==> src/include/jsd_pkg.sv <==
/*
 jump and store-accumulator decode package: opcode patterns, field positions,
 cycle counts and the carrier structs.
 assumes nothing beyond a SystemVerilog package scope.
*/
`default_nettype none
package jsd_pkg;
	localparam int PC_W      = 12;
	localparam int INSN_W    = 12;
	localparam int DATA_W    = 8;
	localparam int FILE_W    = 5;
	localparam int IMM_W     = 9;
	localparam int PAGE_W    = 3;
	localparam int PAGE_LSB  = 9;
	localparam logic [2:0] JMP_PREFIX   = 3'h5;
	localparam int JMP_PREFIX_LSB = 9;
	localparam logic [6:0] STA_PREFIX   = 7'h01;
	localparam int STA_PREFIX_LSB = 5;
	localparam logic [1:0] JMP_CYC_COMPAT = 2'h2;
	localparam logic [1:0] JMP_CYC_TURBO  = 2'h3;
	localparam logic [1:0] CYC_ONE        = 2'h1;
	localparam logic [PC_W-1:0] PC_RESET  = 12'h000;

	typedef enum logic [1:0] {
		JSD_IDLE = 2'b00,
		JSD_WAIT = 2'b01
	} jsd_state_t;

	typedef struct packed {
		logic              valid;
		logic [INSN_W-1:0] word;
	} jsd_insn_t;

	typedef struct packed {
		logic              we;
		logic [FILE_W-1:0] addr;
		logic [DATA_W-1:0] data;
	} jsd_fwr_t;

	typedef struct packed {
		logic              is_jmp;
		logic              is_sta;
		logic [IMM_W-1:0]  imm;
		logic [FILE_W-1:0] file;
	} jsd_dec_t;
endpackage
`default_nettype wire

==> src/logic/jsd_decode.sv <==
/*
 combinational opcode decoder for the jump and store-accumulator words.
 assumes an instruction word already registered on the core clock.
*/
`timescale 1ns/100ps
`default_nettype none
module jsd_decode (
	// instruction in
	input  wire logic [jsd_pkg::INSN_W-1:0] word,
	// decoded fields
	output jsd_pkg::jsd_dec_t               dec
);
	always_comb begin
		dec.is_jmp = (word[jsd_pkg::INSN_W-1:jsd_pkg::JMP_PREFIX_LSB]
			== jsd_pkg::JMP_PREFIX); // RULE1
		dec.imm    = word[jsd_pkg::IMM_W-1:0]; // RULE1
		dec.is_sta = (word[jsd_pkg::INSN_W-1:jsd_pkg::STA_PREFIX_LSB]
			== jsd_pkg::STA_PREFIX); // RULE5
		dec.file   = word[jsd_pkg::FILE_W-1:0]; // RULE5
	end
endmodule
`default_nettype wire

==> src/logic/jsd_core.sv <==
/*
 execute stage for the jump and store-accumulator instructions.
 assumes fetch hands one word per cycle with a valid flag while ready is high,
 and that the page bits, accumulator and flags come from the core on the same clock.
*/
// How it works
// RULE1: a word whose top three bits are 101 is a jump whose low nine bits are the target.
// RULE2: a jump loads program counter bits 8:0 from the nine-bit immediate target.
// RULE3: a jump loads program counter bits 11:9 from the three page-select bits.
// RULE4: a jump occupies two cycles in compatible mode and three in pipelined mode.
// RULE5: the store-accumulator prefix with a five-bit file field writes the accumulator there.
// RULE6: the store-accumulator instruction leaves the accumulator unchanged.
// RULE7: neither instruction alters a status flag, and the store finishes in one cycle.
`timescale 1ns/100ps
`default_nettype none
module jsd_core (
	// clock and reset
	input  wire logic                         clock,
	input  wire logic                         rst_b,
	// instruction stream
	input  wire jsd_pkg::jsd_insn_t           insn,
	output logic                              insn_ready,
	// core state
	input  wire logic                         turbo_mode,
	input  wire logic [jsd_pkg::PAGE_W-1:0]   page_select_bits,
	input  wire logic [jsd_pkg::DATA_W-1:0]   acc_in,
	input  wire logic [jsd_pkg::DATA_W-1:0]   flags_in,
	// results
	output logic [jsd_pkg::PC_W-1:0]          program_counter,
	output logic                              pc_load,
	output jsd_pkg::jsd_fwr_t                 file_wr,
	output logic [jsd_pkg::DATA_W-1:0]        acc_out,
	output logic [jsd_pkg::DATA_W-1:0]        flags_out
);
	typedef struct packed {
		jsd_pkg::jsd_state_t          st;
		logic [1:0]                   cnt;
		logic                         ready;
		logic [jsd_pkg::PC_W-1:0]     pc;
		logic                         pc_load;
		jsd_pkg::jsd_fwr_t            fwr;
		logic [jsd_pkg::DATA_W-1:0]   acc;
		logic [jsd_pkg::DATA_W-1:0]   flags;
	} jsd_core_state_t;

	jsd_core_state_t   s_r;
	jsd_core_state_t   s_nxt;
	jsd_pkg::jsd_dec_t dec;

	function automatic logic [1:0] jsd_jmp_cycles(input logic turbo);
		jsd_jmp_cycles = turbo ? jsd_pkg::JMP_CYC_TURBO : jsd_pkg::JMP_CYC_COMPAT;
	endfunction

	function automatic logic [jsd_pkg::PC_W-1:0] jsd_pc_inc(
		input logic [jsd_pkg::PC_W-1:0] pc);
		jsd_pc_inc = pc + jsd_pkg::PC_W'(1);
	endfunction

	jsd_decode u_dec (
		.word (insn.word),
		.dec  (dec)
	);

	always_comb begin
		s_nxt         = s_r;
		s_nxt.pc_load = 1'b0;
		s_nxt.fwr.we  = 1'b0;
		s_nxt.acc     = acc_in; // RULE6
		s_nxt.flags   = flags_in; // RULE7
		case (s_r.st)
			jsd_pkg::JSD_IDLE: begin
				if (insn.valid && dec.is_jmp) begin
					s_nxt.pc      = {page_select_bits, dec.imm}; // RULE2 RULE3
					s_nxt.pc_load = 1'b1;
					s_nxt.cnt     = jsd_jmp_cycles(turbo_mode) - jsd_pkg::CYC_ONE; // RULE4
					s_nxt.ready   = 1'b0;
					s_nxt.st      = jsd_pkg::JSD_WAIT;
				end else if (insn.valid && dec.is_sta) begin
					s_nxt.fwr.we   = 1'b1; // RULE5 RULE7
					s_nxt.fwr.addr = dec.file;
					s_nxt.fwr.data = acc_in;
					s_nxt.pc       = jsd_pc_inc(s_r.pc);
				end else if (insn.valid) begin
					s_nxt.pc = jsd_pc_inc(s_r.pc);
				end
			end
			jsd_pkg::JSD_WAIT: begin
				s_nxt.cnt = s_r.cnt - jsd_pkg::CYC_ONE;
				if (s_r.cnt == jsd_pkg::CYC_ONE) begin // RULE4
					s_nxt.ready = 1'b1;
					s_nxt.st    = jsd_pkg::JSD_IDLE;
				end
			end
			default: begin
				s_nxt.st    = jsd_pkg::JSD_IDLE;
				s_nxt.ready = 1'b1;
			end
		endcase
	end

	always_ff @(posedge clock or negedge rst_b) begin
		if (!rst_b) begin
			s_r.st      <= jsd_pkg::JSD_IDLE;
			s_r.cnt     <= '0;
			s_r.ready   <= 1'b1;
			s_r.pc      <= jsd_pkg::PC_RESET;
			s_r.pc_load <= 1'b0;
			s_r.fwr     <= '0;
			s_r.acc     <= '0;
			s_r.flags   <= '0;
		end else begin
			s_r <= s_nxt;
		end
	end

	assign insn_ready      = s_r.ready;
	assign program_counter = s_r.pc;
	assign pc_load         = s_r.pc_load;
	assign file_wr         = s_r.fwr;
	assign acc_out         = s_r.acc;
	assign flags_out       = s_r.flags;

	// opcode classes taken straight from the word, apart from the decoder
	logic op_jmp;
	logic op_sta;
	assign op_jmp = (insn.word[jsd_pkg::INSN_W-1:jsd_pkg::JMP_PREFIX_LSB]
		== jsd_pkg::JMP_PREFIX);
	assign op_sta = (insn.word[jsd_pkg::INSN_W-1:jsd_pkg::STA_PREFIX_LSB]
		== jsd_pkg::STA_PREFIX);

	// jump target: page bits above, immediate below
	property p_jmp_target;
		@(posedge clock) disable iff (!rst_b)
		(s_r.ready && insn.valid && dec.is_jmp) |=>
			(program_counter == {$past(page_select_bits), $past(insn.word[jsd_pkg::IMM_W-1:0])})
			&& pc_load;
	endproperty
	a_jmp_target: assert property (p_jmp_target) else $error("jump target wrong"); // RULE2

	property p_jmp_page;
		@(posedge clock) disable iff (!rst_b)
		(s_r.ready && insn.valid && dec.is_jmp) |=>
			program_counter[jsd_pkg::PC_W-1:jsd_pkg::PAGE_LSB] == $past(page_select_bits);
	endproperty
	a_jmp_page: assert property (p_jmp_page) else $error("jump page bits wrong"); // RULE3

	property p_jmp_decode;
		@(posedge clock) disable iff (!rst_b)
		(s_r.ready && insn.valid && op_jmp) |=> pc_load;
	endproperty
	a_jmp_decode: assert property (p_jmp_decode) else $error("jump not decoded"); // RULE1

	property p_jmp_compat;
		@(posedge clock) disable iff (!rst_b)
		(s_r.ready && insn.valid && dec.is_jmp && !turbo_mode) |=> !insn_ready ##1 insn_ready;
	endproperty
	a_jmp_compat: assert property (p_jmp_compat) else $error("compat jump not two cycles"); // RULE4

	property p_jmp_turbo;
		@(posedge clock) disable iff (!rst_b)
		(s_r.ready && insn.valid && dec.is_jmp && turbo_mode) |=>
			!insn_ready [*2] ##1 insn_ready;
	endproperty
	a_jmp_turbo: assert property (p_jmp_turbo) else $error("turbo jump not three cycles"); // RULE4

	property p_sta_write;
		@(posedge clock) disable iff (!rst_b)
		(s_r.ready && insn.valid && op_sta) |=>
			file_wr.we && file_wr.addr == $past(insn.word[jsd_pkg::FILE_W-1:0])
			&& file_wr.data == $past(acc_in);
	endproperty
	a_sta_write: assert property (p_sta_write) else $error("store write wrong"); // RULE5

	property p_sta_acc;
		@(posedge clock) disable iff (!rst_b)
		(s_r.ready && insn.valid && dec.is_sta) |=> acc_out == $past(acc_in);
	endproperty
	a_sta_acc: assert property (p_sta_acc) else $error("accumulator modified"); // RULE6

	property p_no_flags;
		@(posedge clock) disable iff (!rst_b)
		(s_r.ready && insn.valid && dec.is_sta) |=> flags_out == $past(flags_in) && insn_ready;
	endproperty
	a_no_flags: assert property (p_no_flags) else $error("flags changed or store stalled"); // RULE7

	// jump leaves the status flags alone
	property p_jmp_flags;
		@(posedge clock) disable iff (!rst_b)
		(s_r.ready && insn.valid && op_jmp) |=>
			flags_out == $past(flags_in);
	endproperty
	a_jmp_flags: assert property (p_jmp_flags) else $error("jump changed flags"); // RULE7

	property p_jmp_no_write;
		@(posedge clock) disable iff (!rst_b)
		(s_r.ready && insn.valid && op_jmp) |=>
			!file_wr.we;
	endproperty
	a_jmp_no_write: assert property (p_jmp_no_write) else $error("jump wrote"); // RULE1

	property p_sta_no_jump;
		@(posedge clock) disable iff (!rst_b)
		(s_r.ready && insn.valid && op_sta) |=>
			!pc_load;
	endproperty
	a_sta_no_jump: assert property (p_sta_no_jump) else $error("store loaded pc"); // RULE5

	// other words neither jump nor write
	property p_other_quiet;
		@(posedge clock) disable iff (!rst_b)
		(s_r.ready && insn.valid && !op_jmp && !op_sta) |=>
			!pc_load && !file_wr.we;
	endproperty
	a_other_quiet: assert property (p_other_quiet) else $error("other word acted"); // RULE1

	// stall: words refused, counter held
	property p_stall_quiet;
		@(posedge clock) disable iff (!rst_b)
		!s_r.ready |=>
			!pc_load && !file_wr.we;
	endproperty
	a_stall_quiet: assert property (p_stall_quiet) else $error("taken in stall"); // RULE4

	property p_stall_pc;
		@(posedge clock) disable iff (!rst_b)
		!s_r.ready |=>
			$stable(program_counter);
	endproperty
	a_stall_pc: assert property (p_stall_pc) else $error("pc moved in stall"); // RULE4

	property p_load_pulse;
		@(posedge clock) disable iff (!rst_b)
		pc_load |=>
			!pc_load;
	endproperty
	a_load_pulse: assert property (p_load_pulse) else $error("load not a pulse"); // RULE4
endmodule
`default_nettype wire

==> config.mk <==
export PLATFORM = sky130hd
export DESIGN_NAME = jsd_core
export DESIGN_NICKNAME = d
export VERILOG_FILES = /design/src/include/jsd_pkg.sv /design/src/logic/jsd_decode.sv /design/src/logic/jsd_core.sv
export SDC_FILE = /design/constraint.sdc
export NUM_CORES = 1
export LEC_CHECK = 0
export BUFFER_PORTS_ARGS = -buffer_cell sky130_fd_sc_hd__buf_2
export CAP_MARGIN = 15
export CORE_MARGIN = 2
export CORE_UTILIZATION = 53
export DETAILED_ROUTE_END_ITERATION = 6
export HOLD_SLACK_MARGIN = 0.02
export MAX_ROUTING_LAYER = met4
export PLACE_DENSITY = 0.9
export SLEW_MARGIN = 15
export SYNTH_ARGS = -nofsm -noshare
export SYNTH_HDL_FRONTEND = slang
export SYNTH_SLANG_ARGS = --single-unit
==> constraint.sdc <==
create_clock -name clock -period 2.6 [get_ports clock]
set_clock_uncertainty 0.05 [all_clocks]
set_input_delay 0 -clock clock [delete_from_list [all_inputs] [get_ports clock]]
set_output_delay 0 -clock clock [all_outputs]
set_load 0.1 [all_outputs]
# --- Word-level counts from Yosys, hierarchy flattened ---
# Index checks and enable logic that the tools add are counted.
op_classes:
  n_addsub: 3
  eq_ne: 6
  muxes: 14
  n_bitwise: 1
  n_reduce_logical: 9
op_table:
  columns: ["operator", "count"]
  rows:
  - ["$mux W12", 3]
  - ["$mux W14", 2]
  - ["$mux W15", 1]
  - ["$add A12 B1 Y12 const B", 1]
  - ["$pmux W2 S2", 2]
  - ["$eq A7 B1 Y1 const B", 1]
  - ["$reduce_and A2 Y1", 3]
  - ["$mux W5", 1]
  - ["$eq A2 B1 Y1 const B", 2]
  - ["$ne A2 B2 Y1 const B", 2]
  - ["$sub A2 B1 Y2 const B", 2]
  - ["$eq A3 B3 Y1 const B", 1]
  - ["$mux W1", 3]
  - ["$reduce_and A3 Y1", 1]
  - ["$reduce_bool A3 Y1", 1]
  - ["$logic_and A1 B1 Y1", 2]
  - ["$logic_not A2 Y1", 1]
  - ["$mux W2", 1]
  - ["$pmux W1 S2", 1]
  - ["$reduce_bool A2 Y1", 1]
  - ["$not A1 Y1", 1]
word_totals:
  register_bits: 48
  in_bits: 35
  output_inout_bits: 44
  wordCells: 43

# --- Logic depth before layout (Yosys ltp) ---
# Gate-level depths: netlist of the first run.
logic_depth:
  depth_word: 5
  depth_mapped: 6

# --- Modules after synthesis ---
# From an unflattened synthesis of the first run, not the netlist that was laid out.
hier_totals:
  hier_cells: 210
  area_unflattened_um2: 2346.0
by_module_without_submodules:
  columns: ["mod", "instances", "cells_each", "area_each_um2", "seq_area_each_um2"]
  rows:
  - ["jsd_core", 1, 191, 2217.1, 1177.4]
  - ["jsd_decode", 1, 19, 128.9, 0.0]

# --- Worst setup path before layout of the first run ---
# No wires, ideal clock.
synth_path:
  path_kind: "register to register"
  from: "reg s_r[46] (netlist name)"
  to: "reg s_r, in the netlist file_wr[10]"
  arrival_ps: 1260
  slack_ps: 1165
  path_stages_with_launch: 7
  n_path_buf: 3
  synth_period_minus_slack_ps: 1435
  path_cell_list: "dfrtp_1 > buf_6 > nor2b_1 > buf_4 > nand3_4 > buf_6 > mux2_4"
synth_via:
  elab_chain_len: 2
synth_lines:
  columns: ["item", "line_no", "source"]
  rows:
  - ["from (decl)", "jsd_core.sv:46", "jsd_core_state_t s_r;"]
  - ["from (signal assigned)", "jsd_core.sv:112", "s_r <= s_nxt;"]
  - ["$logic_not A2 Y1", "jsd_core.sv:70", "case (s_r.st)"]
  - ["$reduce_and A3 Y1 (no source line)", null, null]
# No other way between the ends.
# A chain may end at the register's enable or synchronous reset.

# --- Final worst setup path of the first run ---
layout_path:
  from: "reg s_r[46] (netlist name)"
  to: "reg s_r, in the netlist file_wr[5]"
# The elaborated chain is that of the path after synthesis.

==> results by stage, run 1 <==
Timing:
- Hold is met by 0.0629 ns.
- The final count of hold timing violations is 0.
- The portion of the clock cycle consumed by the worst path in the final layout is 63.8%.
- Setup repair after global routing left no endpoint under its margin.
- The maximum clock frequency is 0.603 GHz.
- The tightest slew margin relative to the limit is 31.3%.
- The number of max-slew violations in the final report is 0.
- The transition at the pin with the smallest max-transition slack is 1.03 ns.
- The routed design could run at a clock period as short as 1.66 ns.
- The total setup violations reported at the end of the flow is 0.
- In the final timing run, aggregate negative setup slack is 0 ns.

Cells and area:
- The number of nets in the finished design is 299.
- The signed area change from the synthesized netlist to the final layout is 20.9%.
- The filler cell count is 315.
- The antenna diode instance count is 0.
- In the final layout, the share of cells above drive strength 1 is 39.5%.
- Cells fill 67.4% of the core in the end.

Power and ir drop:
- Summed over all cells, the static leakage comes to 1.40 nW.
- The total power draw is 3.04 mW.
- Sequential cells burn 34.5% of the power.
- The switching power is 1.65 mW.
- Net switching is 54.1% of the power.
- The internal power is 1.40 mW.
- Power spread over the standard cell area amounts to 1110 nW/um^2.
- The largest vdd supply drop is 0.548 mV.
- Combinational logic is responsible for 51.4% of the overall power.
- The clock power share is 14.1%.

Synthesis:
- In the post-synthesis netlist, the cell with the most instances is sky130_fd_sc_hd__dfrtp_1.
- Sorting the synthesized cells by area gives the leading types as sky130_fd_sc_hd__dfrtp_1 51%, sky130_fd_sc_hd__buf_4 14%, sky130_fd_sc_hd__mux2_4 6.0%, sky130_fd_sc_hd__a21oi_1 2.7%, sky130_fd_sc_hd__nand3_1 2.4%.
- The count of flip-flops with a built-in enable after synthesis is 0.
- The total of flip-flops plus latches after synthesis is 47.
- The mapped cell area is 2260 um^2.
- Of the synthesized area, sequential elements account for 52.0%.
- During synthesis, Yosys emitted a total of 0 warnings.
- The share of synthesized area in the top cell type comes to 50.9%.
- After technology mapping, the gate count stands at 198.
- The number of nets in the synthesized netlist is 235.
- The commonest cells after synthesis are 46 x sky130_fd_sc_hd__dfrtp_1, 43 x sky130_fd_sc_hd__buf_4, 12 x sky130_fd_sc_hd__a21oi_1, 12 x sky130_fd_sc_hd__nand2_1, 11 x sky130_fd_sc_hd__nand3_1.
- The fraction of registers with async set or reset after synthesis is 100%.
- The count of unique library cells instantiated by Yosys is 33.
- The dominant register cell in the synthesized netlist is sky130_fd_sc_hd__dfrtp_1.
- The cell accounting for the most synthesized area is sky130_fd_sc_hd__dfrtp_1.
- The average cell area after synthesis is 11.4 um^2.

Floorplanning:
- The number of ports placed on the die boundary is 79.
- The die is 69.3 um tall.
- Once the floorplan was initialized, standard cells occupied 55.8% of the core.
- The floorplan row count is 23.
- The core region area is 4060 um^2.
- The die width is 69.3 um.
- The area enclosed by the die boundary is 4810 um^2.

Hold path:
- In this run the most critical hold path is launched from insn[7].
- Counting instances, the worst hold path has a depth of 3.
- The path with the worst hold slack has its endpoint at program_counter[7].
- The path class of the tightest hold or removal check is input port to register.

Global routing:
- The initial antenna violation count came to 0.
- The first global-routing pass estimated 7.97 mm of wire.
- Global routing finished with a remaining overflow of 0.
- Global routing used 21.2% of the available tracks.
- The largest net degree at the start of global routing is 48.
- The via count of the first global-routing pass came to 1597.

Drt:
- The first routing iteration left 94 violations.
- In the final routed layout, each cell accounts on average for 15.0 um.
- Before antenna repair, the detailed router went through 4 iterations.
- The number of nets still failing antenna checks after routing is 0.
- The total wire length is 4.68 mm.
- The ratio of routed vias to standard cells is 5.14.
- The number of remaining DRC errors is 0.
- For this block, the via count after detailed routing is 1609.

Worst setup path:
- The destination of the worst register-to-register timing path is file_wr[5].
- The endpoint class of the critical path is a register.
- Counting cells, the worst reg-to-reg path comes to 4.
- The worst reg-to-reg setup slack is 0.94 ns.
- The worst flop-to-flop path startpoint is s_r[46].
- The critical path class is register to register.
- STA puts the critical path data required time at 2.73 ns.
- Of all nets on the critical path, the largest fanout is 16.
- Data on the critical path arrives at its endpoint at 1.79 ns.
- The worst setup path is launched from a register.

CTS:
- The buffer cell driving the clock tree root is sky130_fd_sc_hd__clkbuf_8.
- Buffers inserted during clock tree synthesis total 5.
- The cts-stage hold buffer count is 29.
- The number of setup buffers added after CTS is 0.
- The H-tree depth reported by CTS is 2.
- Gates resized during post-CTS repair numbered 0.
- The maximum number of buffers from clock root to sink is 2.
- The clock slew at the register clock pins of the worst setup and hold paths is 0.08 ns.
- TritonCTS built the clock tree.
- For the worst-skew pair, the clock arrives at the later sink with an insertion delay of 0.29 ns.
- Counting every sink on the clock net gives 47.

Placed design:
- The detailed placer's ending HPWL is 2.92 mm.
- In this run the tool buffered the top-level ports with 78 buffer cells.
- The congestion estimate from routability-driven global placement came to 0.862.

Flow run:
- The number of maximum-capacitance constraint violations is 0.

Outcome:
- The flow ran to the end, and the final reports show no timing, DRC or antenna violations.
per-stage QoR:
stage                     std cells  setup WS [ns]  area (um^2)
final                           313          0.942         2740
after global routing            313          0.852         2740
after CTS                       313          0.949         2740
after detailed placement        276          0.962         2360
after global placement          276           1.01         2360
after floorplan                 198           1.16         2260
layout by cell type, fill, tap and decap left out:
master / instances
sky130_fd_sc_hd__nand3_4: 1
sky130_fd_sc_hd__o311ai_0: 1
sky130_fd_sc_hd__nand4_1: 2
sky130_fd_sc_hd__a21o_1: 1
sky130_fd_sc_hd__mux2i_1: 2
sky130_fd_sc_hd__a2bb2oi_1: 6
sky130_fd_sc_hd__mux2_2: 4
sky130_fd_sc_hd__nand4b_1: 1
sky130_fd_sc_hd__ha_1: 2
sky130_fd_sc_hd__o21ai_0: 7
sky130_fd_sc_hd__inv_6: 1
sky130_fd_sc_hd__buf_4: 2
sky130_fd_sc_hd__mux2_4: 9
sky130_fd_sc_hd__clkbuf_8: 5
sky130_fd_sc_hd__and4b_1: 1
sky130_fd_sc_hd__nand2_1: 12
sky130_fd_sc_hd__nor4b_4: 1
sky130_fd_sc_hd__nand3_1: 11
sky130_fd_sc_hd__clkinv_2: 2
sky130_fd_sc_hd__nor2_1: 5
sky130_fd_sc_hd__dfrtp_1: 46
sky130_fd_sc_hd__a21oi_1: 12
sky130_fd_sc_hd__o22ai_1: 6
sky130_fd_sc_hd__dfstp_2: 1
sky130_fd_sc_hd__a22oi_1: 1
sky130_fd_sc_hd__inv_1: 3
sky130_fd_sc_hd__nor2b_1: 2
sky130_fd_sc_hd__nand2b_1: 1
sky130_fd_sc_hd__o311ai_1: 1
sky130_fd_sc_hd__and3_1: 3
sky130_fd_sc_hd__dlygate4sd3_1: 29
sky130_fd_sc_hd__a31oi_1: 1
sky130_fd_sc_hd__buf_2: 78
sky130_fd_sc_hd__nor3_1: 1
sky130_fd_sc_hd__and4_1: 2
per-layer routing:
| metal | vias up | GRT usage [%] | routed length (um) |
|---|---|---|---|
| li1 | 772 | - | - |
| met1 | 768 | 27.9 | 2080 |
| met2 | 64 | 32.8 | 2260 |
| met3 | 5 | 5.67 | 299 |
| met4 | 0 | 5.23 | 47 |
| met5 | - | - | 0 |
power by group through the flow:
stage,combinational (mW),clock (mW),sequential [mW]
3_3_place_gp,1.51,0,1.04
6_report,1.56,0.429,1.05
2_1_floorplan,1.45,0,1.07
5_1_grt,1.64,0.479,1.08
4_1_cts,1.57,0.447,1.04
3_5_place_dp,1.53,0,1.06
cells by family after synthesis:
logic type                 synth area share (%)
DFF                                        52.0
buffers and inverters                      17.0
and+or+nand+nor                            11.1
AOI/OAI and AO/OA                          9.90
muxes                                      8.85
adders and majority gates                  1.11
sequential cells by signal, summed over array words and instances (netlist names):
signal,flops
insn_ready,1
program_counter,12
s_r,3
pc_load,1
flags_out,8
file_wr,14
acc_out,8
cell type report:
cell class / count / area, um^2 / share of cell area (%)
Tap cell: 50 / 62.6 / 2.29
Multi-Input combinational cell: 96 / 701 / 25.6
Clock inverter: 3 / 18.8 / 0.686
Inverter: 3 / 11.3 / 0.412
Sequential cell: 47 / 1180 / 43.0
Clock buffer: 5 / 68.8 / 2.52
Timing Repair Buffer: 109 / 696 / 25.4
worst max-delay path, stage by stage (launching register included):
cell                      delay, ns
sky130_fd_sc_hd__dfrtp_1       0.47
sky130_fd_sc_hd__nor2b_1       0.14
sky130_fd_sc_hd__buf_4         0.24
sky130_fd_sc_hd__nand3_4       0.26
sky130_fd_sc_hd__mux2_4        0.39
worst max-delay path by stage:
| stage | start | end | slack, ns | cells after the start |
|---|---|---|---|---|
| 2_1_floorplan | s_r[46] | file_wr[10] | 1.16 | 6 |
| 3_3_place_gp | s_r[46] | file_wr[12] | 1.01 | 4 |
| 3_5_place_dp | s_r[46] | file_wr[11] | 0.96 | 4 |
| 4_1_cts | s_r[46] | file_wr[11] | 0.95 | 4 |
| 5_1_grt | s_r[46] | file_wr[5] | 0.85 | 4 |
| 6_report | s_r[46] | file_wr[5] | 0.94 | 4 |
(Power assumes the default switching activity.)
==> run 2, diff against run 1 <==
ABC_AREA = 1   (was not set)
CORE_UTILIZATION = 50   (was 53)
PLACE_DENSITY = 0.86   (was 0.9)
clock period = 1.6 ns   (was 2.6 ns; I/O delays follow)
==> run 2 against run 1 <==
Compared with the run above:
- register-to-register slack worse by 0.74 ns
- non-clock buffer count grew 2
- critical path depth grew 4
- fmax up 19%
- global-route usage rose by 0.75 points
- sequential power rose by 61%
- cell area rose by 4.4%
- total power increased by 69%
- synthesized area up 2.8%
- sequential share of layout area is 1.8 points lower
- clock-buffer cell count unchanged
- critical path type unchanged
==> results by stage, run 2 <==
Placed design:
- The cell count after placement is 355.
- The placed cell area is 2440 um^2.
- The routability-driven placement congestion ratio is 0.825.
- In this run the tool buffered the top-level ports with 78 buffer cells.
- After legalization and detailed placement, the total HPWL measured 3.17 mm.
- At the placement stage, the worst setup path has a slack of 0.143 ns.

Synthesis:
- A synthesized cell averages 8.61 um^2.
- Synthesis produced a netlist whose cell count is 270.
- The count of flip-flops with a built-in enable after synthesis is 0.
- The cell accounting for the most synthesized area is sky130_fd_sc_hd__dfrtp_1.
- The dominant register cell in the synthesized netlist is sky130_fd_sc_hd__dfrtp_1.
- Counting flops and latches in the post-synthesis netlist gives 47.
- In the synthesized netlist, the cells that appear most often are 85 x sky130_fd_sc_hd__nand2_1, 46 x sky130_fd_sc_hd__dfrtp_1, 45 x sky130_fd_sc_hd__buf_4.
- Synthesis instantiated 24 different standard cells from the library.
- The sequential fraction of the synthesis area is 50.6%.
- The area share of the largest cell type after synthesis is 49.5%.
- The fraction of registers with async set or reset after synthesis is 100%.
- After synthesis the cells add up to 2330 um^2.
- Synthesis produced a netlist with a net count of 307.
- Yosys printed 0 warnings.
- The most common cell in the netlist is sky130_fd_sc_hd__nand2_1.
- After synthesis, the cell types taking the most area are sky130_fd_sc_hd__dfrtp_1 49%, sky130_fd_sc_hd__buf_4 15%, sky130_fd_sc_hd__nand2_1 14%, sky130_fd_sc_hd__o21ai_0 3.7%, sky130_fd_sc_hd__inv_1 2.6%.

Floorplanning:
- Pin placement for this block handled 79 I/O pins.
- The core region is 4410 um^2.
- The initialized floorplan defines 24 standard-cell rows.
- The vertical die dimension is 72.2 um.
- The die width is 72.2 um.
- The area enclosed by the die boundary is 5210 um^2.
- The effective utilization at floorplan is 52.7%.

Drt:
- The total number of vias is 1920.
- In the final routed layout, each cell accounts on average for 13.0 um.
- After detailed routing, the number of remaining DRC violations is 0.
- The count of TritonRoute iterations in the first routing pass is 4.
- The count of nets left with antenna violations once routing finished came out at 0.
- The total wire length is 5.11 mm.
- The violation count after the first detailed-route iteration is 95.
- Dividing the detail-routed via count by the number of cells gives 4.89.

Hold path:
- The cell depth of the worst hold path is 4.
- The min-delay analysis places its worst path in the category input port to register.
- The worst hold path terminates at s_r[45].
- The startpoint of the tightest hold check path is insn[11].

Timing:
- Of the available clock period, the critical path in the final layout requires 87.4%.
- For the pin with the worst max-slew slack, the measured transition is 0.583 ns.
- The final count of hold timing violations came to 0.
- The post-layout worst setup margin is 0.202 ns.
- The number of max-slew violations in the final report was 0.
- The minimum period implied by the final worst setup slack is 1.40 ns.
- Setup total negative slack on the finished layout was measured at 0 ns.
- Setup repair after global routing left no endpoint under its margin.
- The maximum clock frequency is 0.715 GHz.
- The tightest slew margin relative to the limit is 61.1%.
- The total setup violations reported at the end of the flow is 0.

CTS:
- The clock sink count is 47.
- The buffer cell driving the clock tree root is sky130_fd_sc_hd__clkbuf_8.
- The number of clock buffers inserted by TritonCTS is 5.
- The CTS tree is done.
- The H-tree depth reported by CTS is 2.
- The longest clock path from root to sink contains 2 buffers.
- Clock-pin slew was measured on the worst setup and hold paths at 0.09 ns.
- At the later pin of the worst-skew pair, clock insertion delay measures 0.30 ns.
- The number of post-CTS setup repair buffers is 0.

Global routing:
- The first global-routing pass estimated 8.41 mm of wire.
- The busiest metal layer after global routing is met2.
- The initial antenna violation count is 0.
- The largest net degree at the start of global routing is 48.
- The fraction of met3 tracks used by global routing is 5.00%.
- Global routing consumed, over all layers together, 21.9% of the routing resources.
- The via count of the first global-routing pass was 1810.
- The remaining global-route overflow is 0.
- The global routing usage on met1 is 25.6%.
- Global routing consumed, on the met2 layer, 37.1% of the routing resources.

Worst setup path:
- STA puts the critical path data arrival time at 1.56 ns.
- The endpoint class of the critical path is a register.
- At the worst endpoint, the required time is 1.76 ns.
- The startpoint identified for the worst register-to-register timing path is program_counter[0].
- The worst setup path is launched from a register.
- The endpoint identified for the worst register-to-register timing path is program_counter[8].
- The largest driver fanout on the critical path is 5.
- Across all register-to-register paths, the minimum setup slack is 0.20 ns.
- Measured in cells, the most critical reg-to-reg path has a length of 8.
- The critical path class is register to register.

Cells and area:
- The library cells used most frequently in the layout, excluding fill and tap cells, are 85 x sky130_fd_sc_hd__nand2_1, 78 x sky130_fd_sc_hd__buf_2, 46 x sky130_fd_sc_hd__dfrtp_1, 30 x sky130_fd_sc_hd__dlygate4sd3_1, 17 x sky130_fd_sc_hd__o21ai_0.
- Excluding fillers, the count of instances in the completed layout stands at 393.
- Of the cells placed in the final design, the portion with a size suffix greater than 1 is 30.2%.
- The number of antenna diodes in the final layout is 0.
- The multi-input combinational cell area is 707 um^2.
- The fraction of the core area covered by cells at the end of the flow is 64.7%.
- The final cell area excluding filler cells is 2860 um^2.
- The register with the most flip-flops in the layout has 14 of them.
- The filler cell count is 362.
- After the last flow step, the layout net total stands at 377.
- The sequential standard cell area is 1180 um^2.
- The library cell used most frequently in the layout, excluding fill and tap cells, is sky130_fd_sc_hd__nand2_1.
- Compared with the post-synthesis result, the final layout area differs by 22.8%.

Outcome:
- The flow ran to the end, and the final reports show no timing, DRC or antenna violations.

Power and ir drop:
- The largest vdd supply drop is 0.909 mV.
- The leakage power total is 1.55 nW.
- The power density over cell area is 1800 nW/um^2.

Flow run:
- The number of maximum-capacitance constraint violations is 0.
## run 2: power by group
part	switching (mW)	total, mW	internal, mW
Sequential	0.258	1.69	1.44
Clock	0.420	0.891	0.471
Combinational	2.06	2.56	0.504
Total	2.74	5.15	2.41
## run 2: how the worst max path moves through the flow
| stage | startpoint | endpoint | cells after the start |
|---|---|---|---|
| 3_5_place_dp | program_counter[0] | program_counter[10] | 8 |
| 2_1_floorplan | program_counter[0] | program_counter[8] | 8 |
| 6_report | program_counter[0] | program_counter[8] | 8 |
| 3_3_place_gp | program_counter[0] | program_counter[10] | 8 |
| 5_1_grt | s_r[46] | file_wr[2] | 7 |
| 4_1_cts | program_counter[0] | program_counter[8] | 8 |
## run 2: area by class of cell
class                           count  area share, %
Clock buffer                        5           2.41
Clock inverter                      3           1.62
Inverter                           21           2.76
Multi-Input combinational cell    154           24.7
Sequential cell                    47           41.2
Tap cell                           52           2.28
Timing Repair Buffer              111           25.0
## run 2: metrics by stage
stage	power [mW]	hold WS, ns
2_1_floorplan	4.06	-0.346
3_3_place_gp	4.17	0.0581
3_5_place_dp	4.22	0.0594
4_1_cts	5.15	0.0300
5_1_grt	5.41	0.0704
6_report	5.15	0.0342
## run 2: cell families (layout without fill, tap and decap cells)
logic type	after synthesis	count (layout)	share of synthesized area (%)
compound gates	30	30	6.62
flops	47	47	50.6
buf+inv	69	140	19.1
fa+ha+maj	2	2	1.08
xor+xnor	1	1	0.377
simple gates	121	121	22.2
## run 2: critical path, cell delays in order, from the launching register on
cell	delay [ns]
sky130_fd_sc_hd__dfrtp_1	0.41
sky130_fd_sc_hd__ha_1	0.19
sky130_fd_sc_hd__nand2_1	0.11
sky130_fd_sc_hd__nor2_2	0.25
sky130_fd_sc_hd__nand2_1	0.08
sky130_fd_sc_hd__nand2_1	0.06
sky130_fd_sc_hd__nand3_1	0.06
sky130_fd_sc_hd__nand2_1	0.06
sky130_fd_sc_hd__nand2_1	0.04
## run 2: what timing repair did
item	in CTS	in global routing
hold endpoints to repair	88	0
resized for setup	0	1
setup endpoints to repair	0	1
hold buffers	30	0
## run 2: metal layers
layer  share of wire, %  wire length [um]
met5                  0                 0
met2                 51              2610
met1                 40              2060
met4                1.9                97
met3                6.7               343
==> run 3, diff against run 2 <==
PLACE_DENSITY = 0.8   (was 0.86)
==> run 3 against run 2 <==
Compared with the run above:
- via count shrank 2.2%
- combinational power about the same
- highest routed layer unchanged
- critical path type is now input port to register
- cell area grew 0.39%
- first-iteration DRC count grew 12%
- wire length down 6.9%
- fmax is 1.6% lower
- sequential power about the same
- clock-buffer cell count up 1
- hold slack worse by 0.0041 ns
- largest power group unchanged
- non-clock buffer count shrank 1
==> results by stage, run 3 (synthesis results as in run 2) <==
Global routing:
- The largest net degree at the start of global routing is 29.
- The via count of the first global-routing pass was 1776.
- The initial antenna violation count is 0.
- The global-route usage over all layers is 20.0%.
- The remaining global-route overflow is 0.
- The first global-routing pass estimated 7.83 mm of wire.

Floorplanning:
- The core region area is 4410 um^2.
- The die width is 72.2 um.
- The number of ports placed on the die boundary is 79.
- Measured along the y axis, the die boundary spans 72.2 um.
- Row generation in the floorplan step produced 24 rows.
- The initial utilization of the core area, before any placement, comes to 52.7%.
- The area enclosed by the die boundary is 5210 um^2.

Cells and area:
- After the last flow step, the layout net total stands at 376.
- Once layout is done, the placed cells without fillers occupy 2870 um^2.
- The fraction of the core area covered by cells at the end of the flow is 65.0%.
- The leading cell type in the layout, fill and taps excluded is sky130_fd_sc_hd__nand2_1.
- The register with the most flip-flops in the layout has 14 of them.
- The count of placed standard cells in the final layout, fillers left out is 392.
- In the layout the commonest cells are 85 x sky130_fd_sc_hd__nand2_1, 78 x sky130_fd_sc_hd__buf_2, 46 x sky130_fd_sc_hd__dfrtp_1, 30 x sky130_fd_sc_hd__dlygate4sd3_1, 17 x sky130_fd_sc_hd__o21ai_0.
- The share of layout cells above drive strength 1 is 30.0%.
- The signed area change from the synthesized netlist to the final layout is 23.3%.
- The antenna diode instance count is 0.
- After filler insertion, the fill cell instance count of the layout stands at 371.

Timing:
- The minimum period implied by the final worst setup slack is 1.42 ns.
- Timing would allow up to 0.704 GHz.
- Hold timing on the final database bottoms out at a slack of 0.0301 ns.
- The number of max-slew violations in the final report is 0.
- For the pin with the worst max-slew slack, the measured transition is 0.498 ns.
- Setup repair after global routing left no endpoint under its margin.
- The post-layout worst setup margin is 0.179 ns.
- For the final routed database, the setup TNS stands at 0 ns.
- The worst pin sits at a relative slew slack of 67.0%.
- Setup violations remaining at the end of the flow were counted as 0.
- The final count of hold timing violations came to 0.
- The portion of the clock cycle consumed by the worst path in the final layout is 88.8%.

Placed design:
- The number of placed instances, taps included, is 354.
- The number of port buffers is 78.
- The detailed placer's ending HPWL is 3.30 mm.
- OpenSTA, run right after detailed placement, puts the worst setup slack at 0.147 ns.
- The placed cell area is 2440 um^2.
- The routability-driven placement congestion ratio is 0.843.

CTS:
- The CTS tree is done.
- Buffers inserted during clock tree synthesis total 5.
- The clock reaches the later pin of the worst-skew pair after 0.30 ns.
- The longest clock path from root to sink contains 2 buffers.
- The clock sink count is 47.
- Clock tree synthesis selected as its root buffer the cell sky130_fd_sc_hd__clkbuf_8.
- After clock tree synthesis, the clock-pin slew on the worst setup and hold paths is 0.08 ns.
- CTS built an H-tree with a depth of 2.
- In this run the post-CTS setup repair buffer count came out at 0.

Drt:
- The total number of vias is 1878.
- The detailed router finished its first iteration with 106 violations.
- The uppermost signal routing layer after detailed routing is met4.
- The pre-antenna-repair detailed-routing pass consisted of 4 iterations.
- The met1 layer wirelength in the final routing is 1.97 mm.
- The met3 routed wirelength is 348 um.
- The final routed wire length divided by cell count is 12.1 um.
- In the detailed route, the total length drawn on met2 is 2.39 mm.
- The number of remaining DRC errors is 0.
- The ratio of routed vias to standard cells is 4.79.
- The final layout contains routed wiring with a total length of 4.76 mm.
- Once detail routing completed, the nets flagged for antenna violations numbered 0.

Worst setup path:
- The worst setup path is launched from an input port.
- The most common cell type on the critical path is sky130_fd_sc_hd__dlygate4sd3_1.
- The delay of the slowest cell on the worst path is 0.59 ns.
- The worst setup path is of the input port to register kind.
- STA classifies the critical path endpoint as a register.
- Traced cell by cell, the critical path runs through dlygate4sd3_1, buf_2, nand3_2, dlygate4sd3_1, nor2_2, nand2_1, o211ai_1.
- Of all nets on the critical path, the largest fanout is 4.
- The slowest stage of the critical path belongs to the cell sky130_fd_sc_hd__dlygate4sd3_1.
- The required time of the critical path is 1.77 ns.
- The worst reg-to-reg setup slack is 0.20 ns.
- The worst path arrival time is 1.59 ns.
- The dominant delay contributor by cell family on the critical path is buffers and inverters.
- The critical path buffer and inverter count is 3.

Power and ir drop:
- Of the total power, the share spent switching nets is 52.6%.
- The total power draw is 5.16 mW.
- Of the total power, the clock network draws 17.5%.
- The worst-case IR drop observed on VDD is 1.10 mV.
- Dividing total power by cell area gives a power density of 1800 nW/um^2.
- The combinational share of power is 49.7%.
- The internal power is 2.45 mW.
- In this run the power spent charging and discharging nets is 2.71 mW.
- For this design the static power due to leakage is 1.55 nW.
- Registers are responsible for 32.9% of the overall power.

Hold path:
- The path category of the worst min-delay check is input port to register.

Outcome:
- The run finished with clean final reports.

Flow run:
- The number of maximum-capacitance constraint violations is 0.
==> run 3: power by group through the flow <==
stage	logic, mW	registers [mW]	clock network, mW
floorplan	2.32	1.74	0
global placement	2.47	1.70	0
detailed placement	2.51	1.72	0
CTS	2.57	1.70	0.928
global route	2.73	1.74	0.964
finish	2.56	1.70	0.902
==> run 3: worst paths after layout <==
path,cells after the start,from,to
max in group asynchronous,3,rst_b,file_wr[2]
setup / recovery,7,insn[11],s_r[45]
setup reg to reg,5,s_r[46],program_counter[0]
hold / removal,4,insn[12],insn_ready
min in group asynchronous,2,rst_b,flags_out[2]
hold reg to reg,2,insn_ready,insn_ready
==> run 3: cell type report <==
cell class | count | area, um^2 | share of cell area (%)
inverters | 21 | 78.8 | 2.75
clock inverters | 2 | 38.8 | 1.35
well taps | 52 | 65.1 | 2.27
multi-input cells | 154 | 707 | 24.7
clock buffers | 6 | 82.6 | 2.88
repair buffers | 110 | 718 | 25.0
flip-flops and latches | 47 | 1180 | 41.1
==> run 3: what timing repair did <==
item / in CTS / in global routing
gates resized for setup: 0 / 1
endpoints found under the setup margin: 0 / 2
hold endpoints to repair: 87 / 0
hold buffers: 30 / 0
==> run 3: tightest hold or removal path: stages <==
cell and delay (ns):
sky130_fd_sc_hd__buf_2 0.12, sky130_fd_sc_hd__nand3_2 0.10, sky130_fd_sc_hd__o21ai_0 0.08, sky130_fd_sc_hd__nand2_1 0.06
==> run 3: routing by layer <==
metal / global-route usage (%) / vias up
li1: - / 935
met1: 24.4 / 870
met2: 33.2 / 67
met3: 5.14 / 6
met4: 5.03 / 0
met5: - / -
